$ cat src/svc_debug_pkg.sv
// Purpose: shared constants and carriers for the service and debug block
// Assumes: 32-bit APB register bus, 22-bit control unit addresses
// Notes: register offsets are byte addresses
package svc_debug_pkg;
  typedef logic [21:0] addr_t;
  // apb register offsets
  localparam logic [11:0] OFF_CTRL = 12'h000;
  localparam logic [11:0] OFF_STAT = 12'h004;
  localparam logic [11:0] OFF_TLVL = 12'h008;
  localparam logic [11:0] OFF_CMP0 = 12'h00c;
  localparam logic [11:0] OFF_CMP1 = 12'h010;
  localparam logic [11:0] OFF_OPND = 12'h014;
  localparam logic [11:0] OFF_INSTR = 12'h018;
  localparam logic [11:0] OFF_TPTR = 12'h01c;
  localparam logic [5:0] TBUF_PAGE = 6'h01;
  // control bits
  localparam int C_START = 0;
  localparam int C_TRACE = 1;
  localparam int C_CMP_LOAD = 2;
  localparam int C_CMP_FETCH = 3;
  localparam int C_CMP_STOP = 4;
  localparam int C_TCLR = 5;
  localparam logic [7:0] CTRL_KEEP = 8'h1e;
  localparam logic [7:0] CTRL_RST = 8'h00;
  // maintenance status word bits
  localparam int S_HIGH = 0;
  localparam int S_PSTOP = 1;
  localparam int S_M1 = 2;
  localparam int S_M0 = 3;
  localparam int S_BTSTOP = 5;
  localparam int S_CMPI = 6;
  localparam int S_TRACEI = 7;
  localparam logic [7:0] STAT_RST = 8'h02;
  localparam logic [7:0] STAT_W1C = 8'hfd;
  localparam logic [7:0] STAT_TRACE_FULL = 8'ha2;
  localparam logic [4:0] TLVL_RST = 5'h01;
  // external register numbers of the control unit io operations
  localparam logic [6:0] X_HIGH = 7'h70;
  localparam logic [6:0] X_LVLRST = 7'h77;
  localparam logic [6:0] X_MASK = 7'h7e;
  localparam logic [6:0] X_UNMASK = 7'h7f;
  localparam logic [2:0] START_LEVEL = 3'h1;
  localparam logic [2:0] MAX_LEVEL = 3'h5;

  typedef struct packed {
    logic io_op;
    logic io_write;
    logic [6:0] io_reg;
    addr_t io_wdata;
    logic branch;
    logic fetch;
    logic load;
    logic [2:0] level;
    addr_t iaddr;
    addr_t oaddr;
  } cu_req_s;

  typedef struct packed {
    logic stop;
    logic start;
    logic [2:0] start_level;
    addr_t io_rdata;
    logic [7:0] mask;
    logic [7:0] unmask;
    logic lvl_reset;
    logic high_irq;
    logic low_irq;
  } cu_ans_s;
endpackage : svc_debug_pkg

$ cat src/svc_debug.sv
// Purpose: service and debug facilities of the central control unit
// Assumes: maintenance_processor on APB, control unit on the same clock
// Notes: trace buffer and latches freeze while the unit is stopped
// Notes on behaviour
// RQ1 - io write to x70 raises high interrupt
// RQ2 - clearing program stop starts at level 1
// RQ3 - full trace buffer stops unit, low interrupt
// RQ4 - trace any chosen set of levels 1-5
// RQ5 - trace full stop gives status word xa2
// RQ6 - compare can stop on load operand address
// RQ7 - compare hit latches operand and instruction address
// RQ8 - general registers written and read back unchanged
// RQ9 - mask x7e, unmask x7f, level reset operation
// RQ10 - two fetch compares set bits, keep last
// RQ11 - captured state stays stable while stopped
//
// The APB interface to the registers and the register offsets are this design's own decisions.
`timescale 1ns/1ps
module svc_debug
  import svc_debug_pkg::*;
#(
  parameter int DEPTH = 8,
  parameter int NGPR = 8
) (
  // clock and reset
  input wire logic pclk,
  input wire logic presetn,
  // apb slave
  input wire logic psel,
  input wire logic penable,
  input wire logic pwrite,
  input wire logic [11:0] paddr,
  input wire logic [31:0] pwdata,
  output logic [31:0] prdata,
  output logic pready,
  output logic pslverr,
  // control unit side
  input wire cu_req_s cu_req,
  output cu_ans_s cu_ans
);
  localparam int PW = $clog2(DEPTH);
  localparam int GW = $clog2(NGPR);

  typedef struct packed {
    logic [7:0] ctrl;
    logic [7:0] stat;
    logic [4:0] tlvl;
    addr_t cmp0;
    addr_t cmp1;
    addr_t opnd;
    addr_t instr;
    logic [PW:0] tptr;
    logic [DEPTH-1:0][24:0] tbuf;
    logic [NGPR-1:0][21:0] gpr;
    cu_ans_s ans;
    logic [31:0] prdata;
    logic pready;
    logic pslverr;
  } state_s;

  state_s s_reg;
  state_s s_next;

  function automatic logic traced(input logic [2:0] lvl, input logic [4:0] sel);
    logic hit;
    hit = 1'b0;
    if (lvl >= START_LEVEL && lvl <= MAX_LEVEL) begin
      hit = sel[lvl-3'h1];
    end
    return hit;
  endfunction : traced

  function automatic logic tbuf_hit(input logic [11:0] a);
    return a[11:6] == TBUF_PAGE && a[5:2] < 4'(DEPTH);
  endfunction : tbuf_hit

  function automatic logic gpr_hit(input logic [6:0] r);
    return r < 7'(NGPR);
  endfunction : gpr_hit

  logic running;
  logic setup;
  logic wr_acc;
  logic br_take;
  logic tfull;
  logic ld_hit;
  logic f0_hit;
  logic f1_hit;
  logic io_wr;
  logic io_rd;

  assign running = !s_reg.stat[S_PSTOP];
  assign setup = psel && !penable;
  assign wr_acc = psel && penable && s_reg.pready && pwrite;
  // stalled unit records nothing, so captured state holds [RQ11]
  assign br_take = running && s_reg.ctrl[C_TRACE] && cu_req.branch
    && traced(cu_req.level, s_reg.tlvl) && s_reg.tptr < (PW+1)'(DEPTH); // [RQ3] [RQ4]
  assign tfull = br_take && s_reg.tptr == (PW+1)'(DEPTH-1);
  assign ld_hit = running && s_reg.ctrl[C_CMP_LOAD] && cu_req.load
    && cu_req.oaddr == s_reg.cmp0; // [RQ6]
  assign f0_hit = running && s_reg.ctrl[C_CMP_FETCH] && cu_req.fetch
    && cu_req.iaddr == s_reg.cmp0; // [RQ10]
  assign f1_hit = running && s_reg.ctrl[C_CMP_FETCH] && cu_req.fetch
    && cu_req.iaddr == s_reg.cmp1; // [RQ10]
  assign io_wr = running && cu_req.io_op && cu_req.io_write;
  assign io_rd = running && cu_req.io_op && !cu_req.io_write;

  always_comb begin
    s_next = s_reg;
    s_next.ans.start = 1'b0;
    s_next.ans.lvl_reset = 1'b0;
    s_next.pready = setup;
    // apb read data is prepared in the setup cycle
    if (setup) begin
      s_next.prdata = 32'h0;
      s_next.pslverr = 1'b0;
      unique case (paddr)
        OFF_CTRL: s_next.prdata = {24'h0, s_reg.ctrl};
        OFF_STAT: s_next.prdata = {24'h0, s_reg.stat};
        OFF_TLVL: s_next.prdata = {27'h0, s_reg.tlvl};
        OFF_CMP0: s_next.prdata = {10'h0, s_reg.cmp0};
        OFF_CMP1: s_next.prdata = {10'h0, s_reg.cmp1};
        OFF_OPND: s_next.prdata = {10'h0, s_reg.opnd};
        OFF_INSTR: s_next.prdata = {10'h0, s_reg.instr};
        OFF_TPTR: s_next.prdata = 32'(s_reg.tptr);
        default: begin
          if (tbuf_hit(paddr)) begin
            s_next.prdata = {7'h0, s_reg.tbuf[paddr[PW+1:2]]};
          end else begin
            s_next.pslverr = 1'b1;
          end
        end
      endcase
    end
    // software writes first, so a hardware set below wins over a clear
    if (wr_acc) begin
      unique case (paddr)
        OFF_CTRL: begin
          s_next.ctrl = pwdata[7:0] & CTRL_KEEP;
          if (pwdata[C_TCLR]) begin
            s_next.tptr = '0;
          end
          if (pwdata[C_START]) begin
            s_next.stat[S_PSTOP] = 1'b0; // [RQ2]
            s_next.ans.start = 1'b1; // [RQ2]
            s_next.ans.start_level = START_LEVEL; // [RQ2]
          end
        end
        OFF_STAT: s_next.stat = s_reg.stat & ~(pwdata[7:0] & STAT_W1C);
        OFF_TLVL: s_next.tlvl = pwdata[4:0]; // [RQ4]
        OFF_CMP0: s_next.cmp0 = pwdata[21:0];
        OFF_CMP1: s_next.cmp1 = pwdata[21:0];
        default: begin
        end
      endcase
    end
    if (br_take) begin
      s_next.tbuf[s_reg.tptr[PW-1:0]] = {cu_req.level, cu_req.iaddr}; // [RQ3]
      s_next.tptr = s_reg.tptr + 1'b1;
    end
    if (tfull) begin
      s_next.stat[S_TRACEI] = 1'b1; // [RQ3] [RQ5]
      s_next.stat[S_BTSTOP] = 1'b1; // [RQ5]
      s_next.stat[S_PSTOP] = 1'b1; // [RQ3] [RQ5]
    end
    if (ld_hit) begin
      s_next.opnd = cu_req.oaddr; // [RQ7]
      s_next.instr = cu_req.iaddr; // [RQ7]
      s_next.stat[S_CMPI] = 1'b1; // [RQ7]
      s_next.stat[S_M0] = 1'b1;
      if (s_reg.ctrl[C_CMP_STOP]) begin
        s_next.stat[S_PSTOP] = 1'b1; // [RQ6]
      end
    end
    // each fetch match overwrites the latch, so the later one remains
    if (f0_hit || f1_hit) begin
      s_next.instr = cu_req.iaddr; // [RQ10]
      s_next.stat[S_CMPI] = 1'b1; // [RQ10]
      if (f0_hit) begin
        s_next.stat[S_M0] = 1'b1;
      end
      if (f1_hit) begin
        s_next.stat[S_M1] = 1'b1; // [RQ10]
      end
      if (s_reg.ctrl[C_CMP_STOP]) begin
        s_next.stat[S_PSTOP] = 1'b1;
      end
    end
    if (io_wr) begin
      if (cu_req.io_reg == X_HIGH) begin
        s_next.stat[S_HIGH] = 1'b1; // [RQ1]
        s_next.stat[S_PSTOP] = 1'b1; // [RQ1]
      end else if (cu_req.io_reg == X_MASK) begin
        s_next.ans.mask = cu_req.io_wdata[7:0]; // [RQ9]
      end else if (cu_req.io_reg == X_UNMASK) begin
        s_next.ans.unmask = cu_req.io_wdata[7:0]; // [RQ9]
      end else if (cu_req.io_reg == X_LVLRST) begin
        s_next.ans.lvl_reset = 1'b1; // [RQ9]
      end else if (gpr_hit(cu_req.io_reg)) begin
        s_next.gpr[cu_req.io_reg[GW-1:0]] = cu_req.io_wdata; // [RQ8]
      end
    end
    if (io_rd) begin
      if (cu_req.io_reg == X_MASK) begin
        s_next.ans.io_rdata = {14'h0, s_reg.ans.mask};
      end else if (cu_req.io_reg == X_UNMASK) begin
        s_next.ans.io_rdata = {14'h0, s_reg.ans.unmask};
      end else if (gpr_hit(cu_req.io_reg)) begin
        s_next.ans.io_rdata = s_reg.gpr[cu_req.io_reg[GW-1:0]]; // [RQ8]
      end else begin
        s_next.ans.io_rdata = '0;
      end
    end
    s_next.ans.stop = s_next.stat[S_PSTOP];
    s_next.ans.high_irq = s_next.stat[S_HIGH]; // [RQ1]
    // low interrupt never drives the high line [RQ7]
    s_next.ans.low_irq = s_next.stat[S_TRACEI] || s_next.stat[S_CMPI];
  end

  always_ff @(posedge pclk or negedge presetn) begin
    if (!presetn) begin
      s_reg <= '0;
      s_reg.ctrl <= CTRL_RST;
      s_reg.stat <= STAT_RST;
      s_reg.tlvl <= TLVL_RST;
      s_reg.ans.stop <= 1'b1;
      s_reg.ans.start_level <= START_LEVEL;
    end else begin
      s_reg <= s_next;
    end
  end

  assign prdata = s_reg.prdata;
  assign pready = s_reg.pready;
  assign pslverr = s_reg.pslverr;
  assign cu_ans = s_reg.ans;
endmodule : svc_debug

$ cat config.mk
export PLATFORM = sky130hd
export DESIGN_NAME = svc_debug
export DESIGN_NICKNAME = d
export VERILOG_FILES = /design/src/svc_debug_pkg.sv /design/src/svc_debug.sv
export SDC_FILE = /design/constraint.sdc
export NUM_CORES = 1
export LEC_CHECK = 0
export BUFFER_PORTS_ARGS = -buffer_cell sky130_fd_sc_hd__buf_2
export CAP_MARGIN = 5
export CORE_MARGIN = 4
export CORE_UTILIZATION = 60
export DETAILED_ROUTE_END_ITERATION = 10
export GPL_TIMING_DRIVEN = 0
export PLACE_DENSITY_LB_ADDON = 0.15
export SLEW_MARGIN = 10
export SYNTH_ARGS = -nofsm -noshare
export SYNTH_HDL_FRONTEND = slang
export SYNTH_SLANG_ARGS = --single-unit
$ cat constraint.sdc
create_clock -name pclk -period 2.9 [get_ports pclk]
set_clock_uncertainty 0.05 [all_clocks]
set_input_delay 0.29 -clock pclk [delete_from_list [all_inputs] [get_ports pclk]]
set_output_delay 0.29 -clock pclk [all_outputs]
set_load 0.005 [all_outputs]
==> results of run 1 <==
==> per-layer routing <==
layer,vias to the layer above,global-route usage,share of wire
li1,7217,-,-
met1,8607,0.385,0.42
met2,500,0.484,0.50
met3,115,0.0433,0.054
met4,0,0.0934,0.030
met5,-,0,0
==> cell families (layout without fill, tap and decap cells) <==
group / count (synthesis) / after routing / synth area share
fa+ha+maj: 3 / 3 / 0.00144
mux: 664 / 664 / 0.330
xor+xnor: 67 / 67 / 0.0225
buf+inv: 221 / 575 / 0.0455
other cells: 2 / 11 / 0.000288
flops: 553 / 553 / 0.530
simple gates: 175 / 175 / 0.0354
compound gates: 140 / 140 / 0.0346
==> synth_stat cells (2+ instances only) <==
cell type	count
mux2_4	20
a22oi_1	16
buf_1	37
buf_4	83
a21o_1	21
o31ai_1	3
nor4b_1	2
dfstp_2	2
mux2i_1	73
buf_2	14
xnor2_1	37
mux4_2	102
or2_2	4
nand4b_2	2
nor3_2	2
ha_1	3
a21oi_1	10
o21ai_0	54
a221oi_1	2
nor2b_1	8
nor3b_1	3
nand4_1	14
mux2_2	469
dfrtp_1	551
o22a_1	5
or3_1	4
conb_1	2
buf_6	4
nor4_1	14
inv_1	8
xor2_1	30
nand4b_1	2
o22ai_1	21
nor3_1	7
clkbuf_1	75
nand2_1	72
nand2b_1	3
nand3b_1	7
and2_1	2
nand3_1	6
nor2_1	16
==> layout make-up <==
class                           instances  area [µm²]
Sequential cell                       553       13800
Fill cell                            2980       12400
Multi-Input combinational cell       1059       11200
Timing Repair Buffer                  252        1710
Clock buffer                           80        1690
Buffer                                213        1170
Tap cell                              585         732
Clock inverter                         22         290
Inverter                                8        30.0
Antenna cell                            1        2.50
==> cell usage in the layout (no fill, tap or decap), types with 4 or more instances in the layout <==
master         instances
or3_1                  4
nor3_1                 6
clkinv_2              10
o21ai_0               54
nand4_1               14
mux4_2               102
nor2_1                16
conb_1                10
nor2b_1                8
nand3b_1               7
dfrtp_1              551
clkbuf_16             59
nand3_1                6
or2_2                  4
mux2_4                20
clkbuf_1              79
inv_1                  8
o22a_1                 5
nor4_1                11
clkbuf_2               7
a21o_1                21
mux2_2               469
buf_1                 33
mux2i_1               73
buf_6                  4
xnor2_1               37
buf_4                 85
a22oi_1               16
bufinv_16              6
o22ai_1               21
clkbuf_8              13
xor2_1                30
buf_16                 5
a21oi_1               10
buf_2                193
dlygate4sd3_1         65
nand2_1               72
==> what timing repair did <==
item	CTS	global route
hold endpoints to repair	307	0
hold buffers	65	0
resized for setup	10	14
pin swaps	1	0
endpoints found under the setup margin	168	24
cloned	0	0
buffers inserted	2	0
==> power by group <==
part	leakage (nW)	switching [W]	internal [W]	total, W
clock network	0.973	0.00310	0.00458	0.00767
registers	7.67	0.0000771	0.00785	0.00793
logic	6.63	0.000632	0.000468	0.00110
==> how the worst min path moves through the flow <==
| stage | start | slack (ns) | endpoint | cells past startpoint |
|---|---|---|---|---|
| 6_report | cu_req[44] | 0.08 | s_reg[278]$_DFFE_PN0P_ | 3 |
| 5_1_grt | cu_req[46] | 0.07 | s_reg[380]$_DFFE_PN0P_ | 3 |
| 4_1_cts | cu_req[46] | 0.04 | s_reg[380]$_DFFE_PN0P_ | 3 |
| 3_5_place_dp | presetn | 0.33 | prdata[2]$_DFFE_PN0P_ | 2 |
| 3_3_place_gp | prdata[19]$_DFFE_PN0P_ | 0.41 | prdata[19]$_DFFE_PN0P_ | 1 |
| 2_1_floorplan | presetn | -0.06 | cu_ans[0]$_DFF_PN0_ | 0 |
==> per-stage QoR <==
| stage | util | TNS, ns |
|---|---|---|
| 2_1_floorplan | - | 0 |
| 3_3_place_gp | 0.644 | -5336.87 |
| 3_5_place_dp | 0.648 | -118.63 |
| 4_1_cts | 0.711 | 0 |
| 5_1_grt | 0.711 | 0 |
| 6_report | 0.711 | 0 |
==> tightest hold or removal path, cell delays in order <==
cell    delay [ns]
buf_2         0.13
buf_6         0.14
mux2_2        0.14
==> reports/qor.csv, run 1 <==
metric,value,unit
yosysTopAreaCell,dfrtp_1,
drive_above_1_share,0.458,
fp.coreArea,43100,µm²
max_freq,0.351,GHz
worst-path-buf-inv,2,
grt.total_usage,0.286,
placed_cell_area,27900,µm²
r2r_cells,7,
avgSynthCellArea,14.3,µm²
setup_slack,0.0546,ns
synthFlopType,dfrtp_1,
die_y,217,µm
fin_crit,2.85,ns
cpPeakStageDelay,0.61,ns
drtIter0Drc,1262,
async_flop_share,1.00,
hpwl,46100,µm
cts_tree,done,
worstMarginPinSlew,1.16,ns
root_buffer,clkbuf_16,
die_w,217,µm
yosysTopAreaCellShare,0.528,
end_kind,register,
wirelength,65900,µm
drcViolationCount,0,
grt_pass1_wl,104000,µm
min_path_type,in -> reg,
cts_sinks,553,
yosys_warnings,0,
cp_max_fo,10,
largest_reg_flops,485,
setup_viol,0,
htreeDepth,2,
cpMaxStageDelayCell,clkbuf_1,
seq_area_frac_synth,0.530,
num_rows,76,
vias,16400,
layoutNonFillerInstCount,2773,
r2r_setup_slack,0.05,ns
arrival,3.29,ns
dr.pass1.iters,5,
synth_cells,1825,
ys_top_cells_by_area,"dfrtp_1, mux2_2, mux4_2",
ir_drop,0.563,mV
grt_max_degree,119,
cp-endpoint,s_reg[415]$_DFFE_PN0P_,
report.final.slew_viol_count,0,
port_buffers,180,
syn_to_final_growth,17.4,%
dieArea,46900,µm²
finalCritPeriodShare,0.981,
dp.cells,2603,
power_density,545,nW/µm²
hold_slack,0.0771,ns
viasPerCell,5.93,
path_clk_slew,0.06,ns
final_nets,2278,
clk_latency,0.62,ns
start_util,0.606,
cap_violations,0,
globalplace.congestion,0.987,
worstReg2RegEnd,s_reg[415]$_DFFE_PN0P_,
io_pins,210,
dp_slack,-0.609,ns
ys_ff_latch,553,
synth_area,26100,µm²
grt_overflow_total,0,
timing.rr.start,s_reg[551]$_DFFE_PN0P_,
wl_per_cell,23.8,µm
power,0.0167,W
cts_inserted_buffers,58,
antenna_found_initial,1,
path_cells,mux4_2 -> nor2_1 -> a2111oi_4 -> buf_4 -> nand4b_2 -> clkbuf_1 -> mux2_2,
synth-edff-count,0,
design_area,30600,µm²
clock_path_buffers,3,
crit_cells,7,
grt_pass1_vias,17900,
startpoint,s_reg[551]$_DFFE_PN0P_,
start_kind,register,
status,"complete, no violations",
synth_cell_type_count,56,
path_class,reg -> reg,
required,3.34,ns
ant_nets,0,
rsz0062_at_grt,false,
finalHoldViolations,0,
crit_family,multiplexers,
slew_headroom,0.215,
power_leakage,15.3,nW
(Power assumes the default switching activity.)
==> inputs of run 2 (changes only) <==
==> config.mk (replaced) <==
export PLATFORM = sky130hd
export DESIGN_NAME = svc_debug
export DESIGN_NICKNAME = d
export VERILOG_FILES = /design/src/svc_debug_pkg.sv /design/src/svc_debug.sv
export SDC_FILE = /design/constraint.sdc
export NUM_CORES = 1
export LEC_CHECK = 0
export CAP_MARGIN = 5
export CORE_MARGIN = 4
export CORE_UTILIZATION = 64
export DETAILED_ROUTE_END_ITERATION = 10
export DONT_BUFFER_PORTS = 1
export GPL_TIMING_DRIVEN = 0
export PLACE_DENSITY_LB_ADDON = 0.15
export SYNTH_ARGS = -nofsm -noshare
export SYNTH_HDL_FRONTEND = slang
export SYNTH_SLANG_ARGS = --single-unit
==> reports/qor.csv, run 2 (synthesized netlist as in run 1, its figures left out) <==
metric,value,unit,change
status,"finished, violations left",,
violations,negative hold slack,,
cp_max_fo,10,,unchanged
holdBufCountCts,67,,+3.1%
min_path_type,in -> async,,
largest_reg_flops,485,,unchanged
clk_latency,0.60,ns,-0.02 ns
ir_drop,0.623,mV,+11%
p_switching,0.00353,W,-7.2%
cpMaxStageDelayCell,dfstp_2,,
port_buffers,0,,-100%
cpPeakStageDelay,0.57,ns,-0.04 ns
r2r_setup_slack,0.01,ns,-0.04 ns
cap_violations,0,,unchanged
path_clk_slew,0.06,ns,about the same
finalHoldViolations,553,,+553
clock_path_buffers,3,,unchanged
report.final.slew_viol_count,0,,unchanged
path_class,reg -> reg,,
p_clk_frac,0.463,,+0.004
wl_per_cell,25.3,µm,+6.7%
grt_pass1_wl,99700,µm,-4.0%
dieArea,44100,µm²,-6.0%
drive_above_1_share,0.407,,-0.0506
worst-path-buf-inv,2,,unchanged
antenna_found_initial,0,,-1
power_density,553,nW/µm²,+1.4%
final_nets,2095,,-8.0%
cts_tree,done,,
end_kind,register,,
n_fill_cell,2524,,-15%
antenna-diode-count,0,,-1
finalCritPeriodShare,0.995,,+0.0137
vias,15800,,-3.8%
hpwl,43600,µm,-5.2%
drtIter0Drc,1317,,+4.4%
wirelength,64200,µm,-2.6%
power,0.0163,W,-2.4%
final_cell_mix,"dfrtp_1, mux2_2, mux4_2, buf_4, clkbuf_1",,
rsz0062_at_grt,true,,
grt_pass1_vias,17000,,-4.9%
globalplace.congestion,1.01,,+2.6%
fin_crit,2.89,ns,+0.0398 ns
pwr-share-comb,0.050,,-0.016
grt_max_degree,554,,+370%
die_w,210,µm,-3.1%
max_freq,0.347,GHz,-1.4%
fp.coreArea,40000,µm²,-7.1%
viasPerCell,6.25,,+5.3%
arrival,3.31,ns,+0.02 ns
seq_power_share,0.486,,+0.011
drcViolationCount,0,,unchanged
worstMarginPinSlew,1.30,ns,+0.137 ns
final_common_cell,dfrtp_1,,
syn_to_final_growth,13.0,%,
htreeDepth,2,,unchanged
dr.pass1.iters,5,,unchanged
cts_sinks,553,,unchanged
grt_overflow_total,0,,unchanged
cts_inserted_buffers,56,,-3.4%
crit_family,buffers and inverters,,
setup_slack,0.0149,ns,-0.0398 ns
io_pins,210,,unchanged
num_rows,73,,-3.9%
root_buffer,clkbuf_16,,
sw_frac_of_total,0.216,,-0.0114
required,3.33,ns,about the same
slew_headroom,0.128,,-0.0873
power_leakage,14.4,nW,-5.8%
start_kind,register,,
grt.total_usage,0.292,,+0.00629
hold_slack,-0.662,ns,-0.739 ns
path_cells,mux4_2 -> nor2_1 -> a2111oi_4 -> buf_4 -> nand2_4 -> nor3_2 -> buf_2 -> mux2_2,,
setup_viol,0,,unchanged
start_util,0.652,,+0.0465
internal_power,0.0128,W,-0.92%
dp_slack,-0.510,ns,+0.0984 ns
ant_nets,0,,unchanged
die_y,210,µm,-3.1%
## run 2: through the flow
step | setup TNS [ns] | instance area [µm²] | hold slack [ns] | utilization | instances
floorplan | 0 | 26100 | -0.0556 | - | 1833
global placement | -61.17 | 26800 | -0.0364 | 0.670 | 2358
detailed placement | -72.64 | 26800 | -0.0359 | 0.670 | 2358
CTS | 0 | 29400 | -0.674 | 0.736 | 2531
global route | -1.16 | 29500 | -0.678 | 0.737 | 2532
finish | 0 | 29500 | -0.662 | 0.737 | 2532
## run 2: cell type report
type	count	area, µm²	share of cell area
Timing Repair Buffer	71	698	0.0237
Sequential cell	553	13800	0.469
Inverter	8	30.0	0.00102
Buffer	213	1170	0.0397
Clock inverter	18	248	0.00840
Tap cell	525	657	0.0223
Clock buffer	85	1690	0.0574
Multi-Input combinational cell	1059	11200	0.378
## run 2: per-layer routing
| layer | global-route usage | routed length, µm |
|---|---|---|
| met5 | 0 | 0 |
| met2 | 0.486 | 31500 |
| met1 | 0.392 | 26100 |
| met3 | 0.0521 | 4210 |
| met4 | 0.108 | 2420 |
## run 2: final timing paths
| path | cells past startpoint | startpoint | to |
|---|---|---|---|
| max reg2reg | 8 | s_reg[548]$_DFFE_PN1P_ | s_reg[264]$_DFFE_PN0P_ |
| max | 8 | s_reg[548]$_DFFE_PN1P_ | s_reg[264]$_DFFE_PN0P_ |
| max in group asynchronous | 0 | presetn | cu_ans[12]$_DFFE_PN0P_ |
| min in group pclk | 5 | cu_req[25] | s_reg[555]$_DFF_PN0_ |
| min | 0 | presetn | s_reg[379]$_DFFE_PN0P_ |
| min reg2reg | 1 | prdata[19]$_DFFE_PN0P_ | prdata[19]$_DFFE_PN0P_ |
## run 2: timing repair
item,CTS,global route
pin swaps,1,1
endpoints found under the hold margin,779,553
resized for setup,8,12
setup endpoints to repair,177,138
gates cloned,0,0
buffers inserted,3,0
## run 2: power by group through the flow
stage	Sequential, W	Combinational, W	Clock (W)
final	0.00793	0.000822	0.00755
after detailed placement	0.00807	0.000712	0
after CTS	0.00793	0.000818	0.00765
after global placement	0.00806	0.000695	0
after floorplan	0.00804	0.000530	0
after global routing	0.00794	0.000875	0.00797
## run 2: worst register-to-register path: cells and delay by family, from the launching register on
kind / cells / cell delay [ns]
AOI/OAI and AO/OA: 1 / 0.28
buffers and inverters: 2 / 0.63
DFF: 1 / 0.57
muxes: 2 / 0.63
and+or+nand+nor: 3 / 0.63
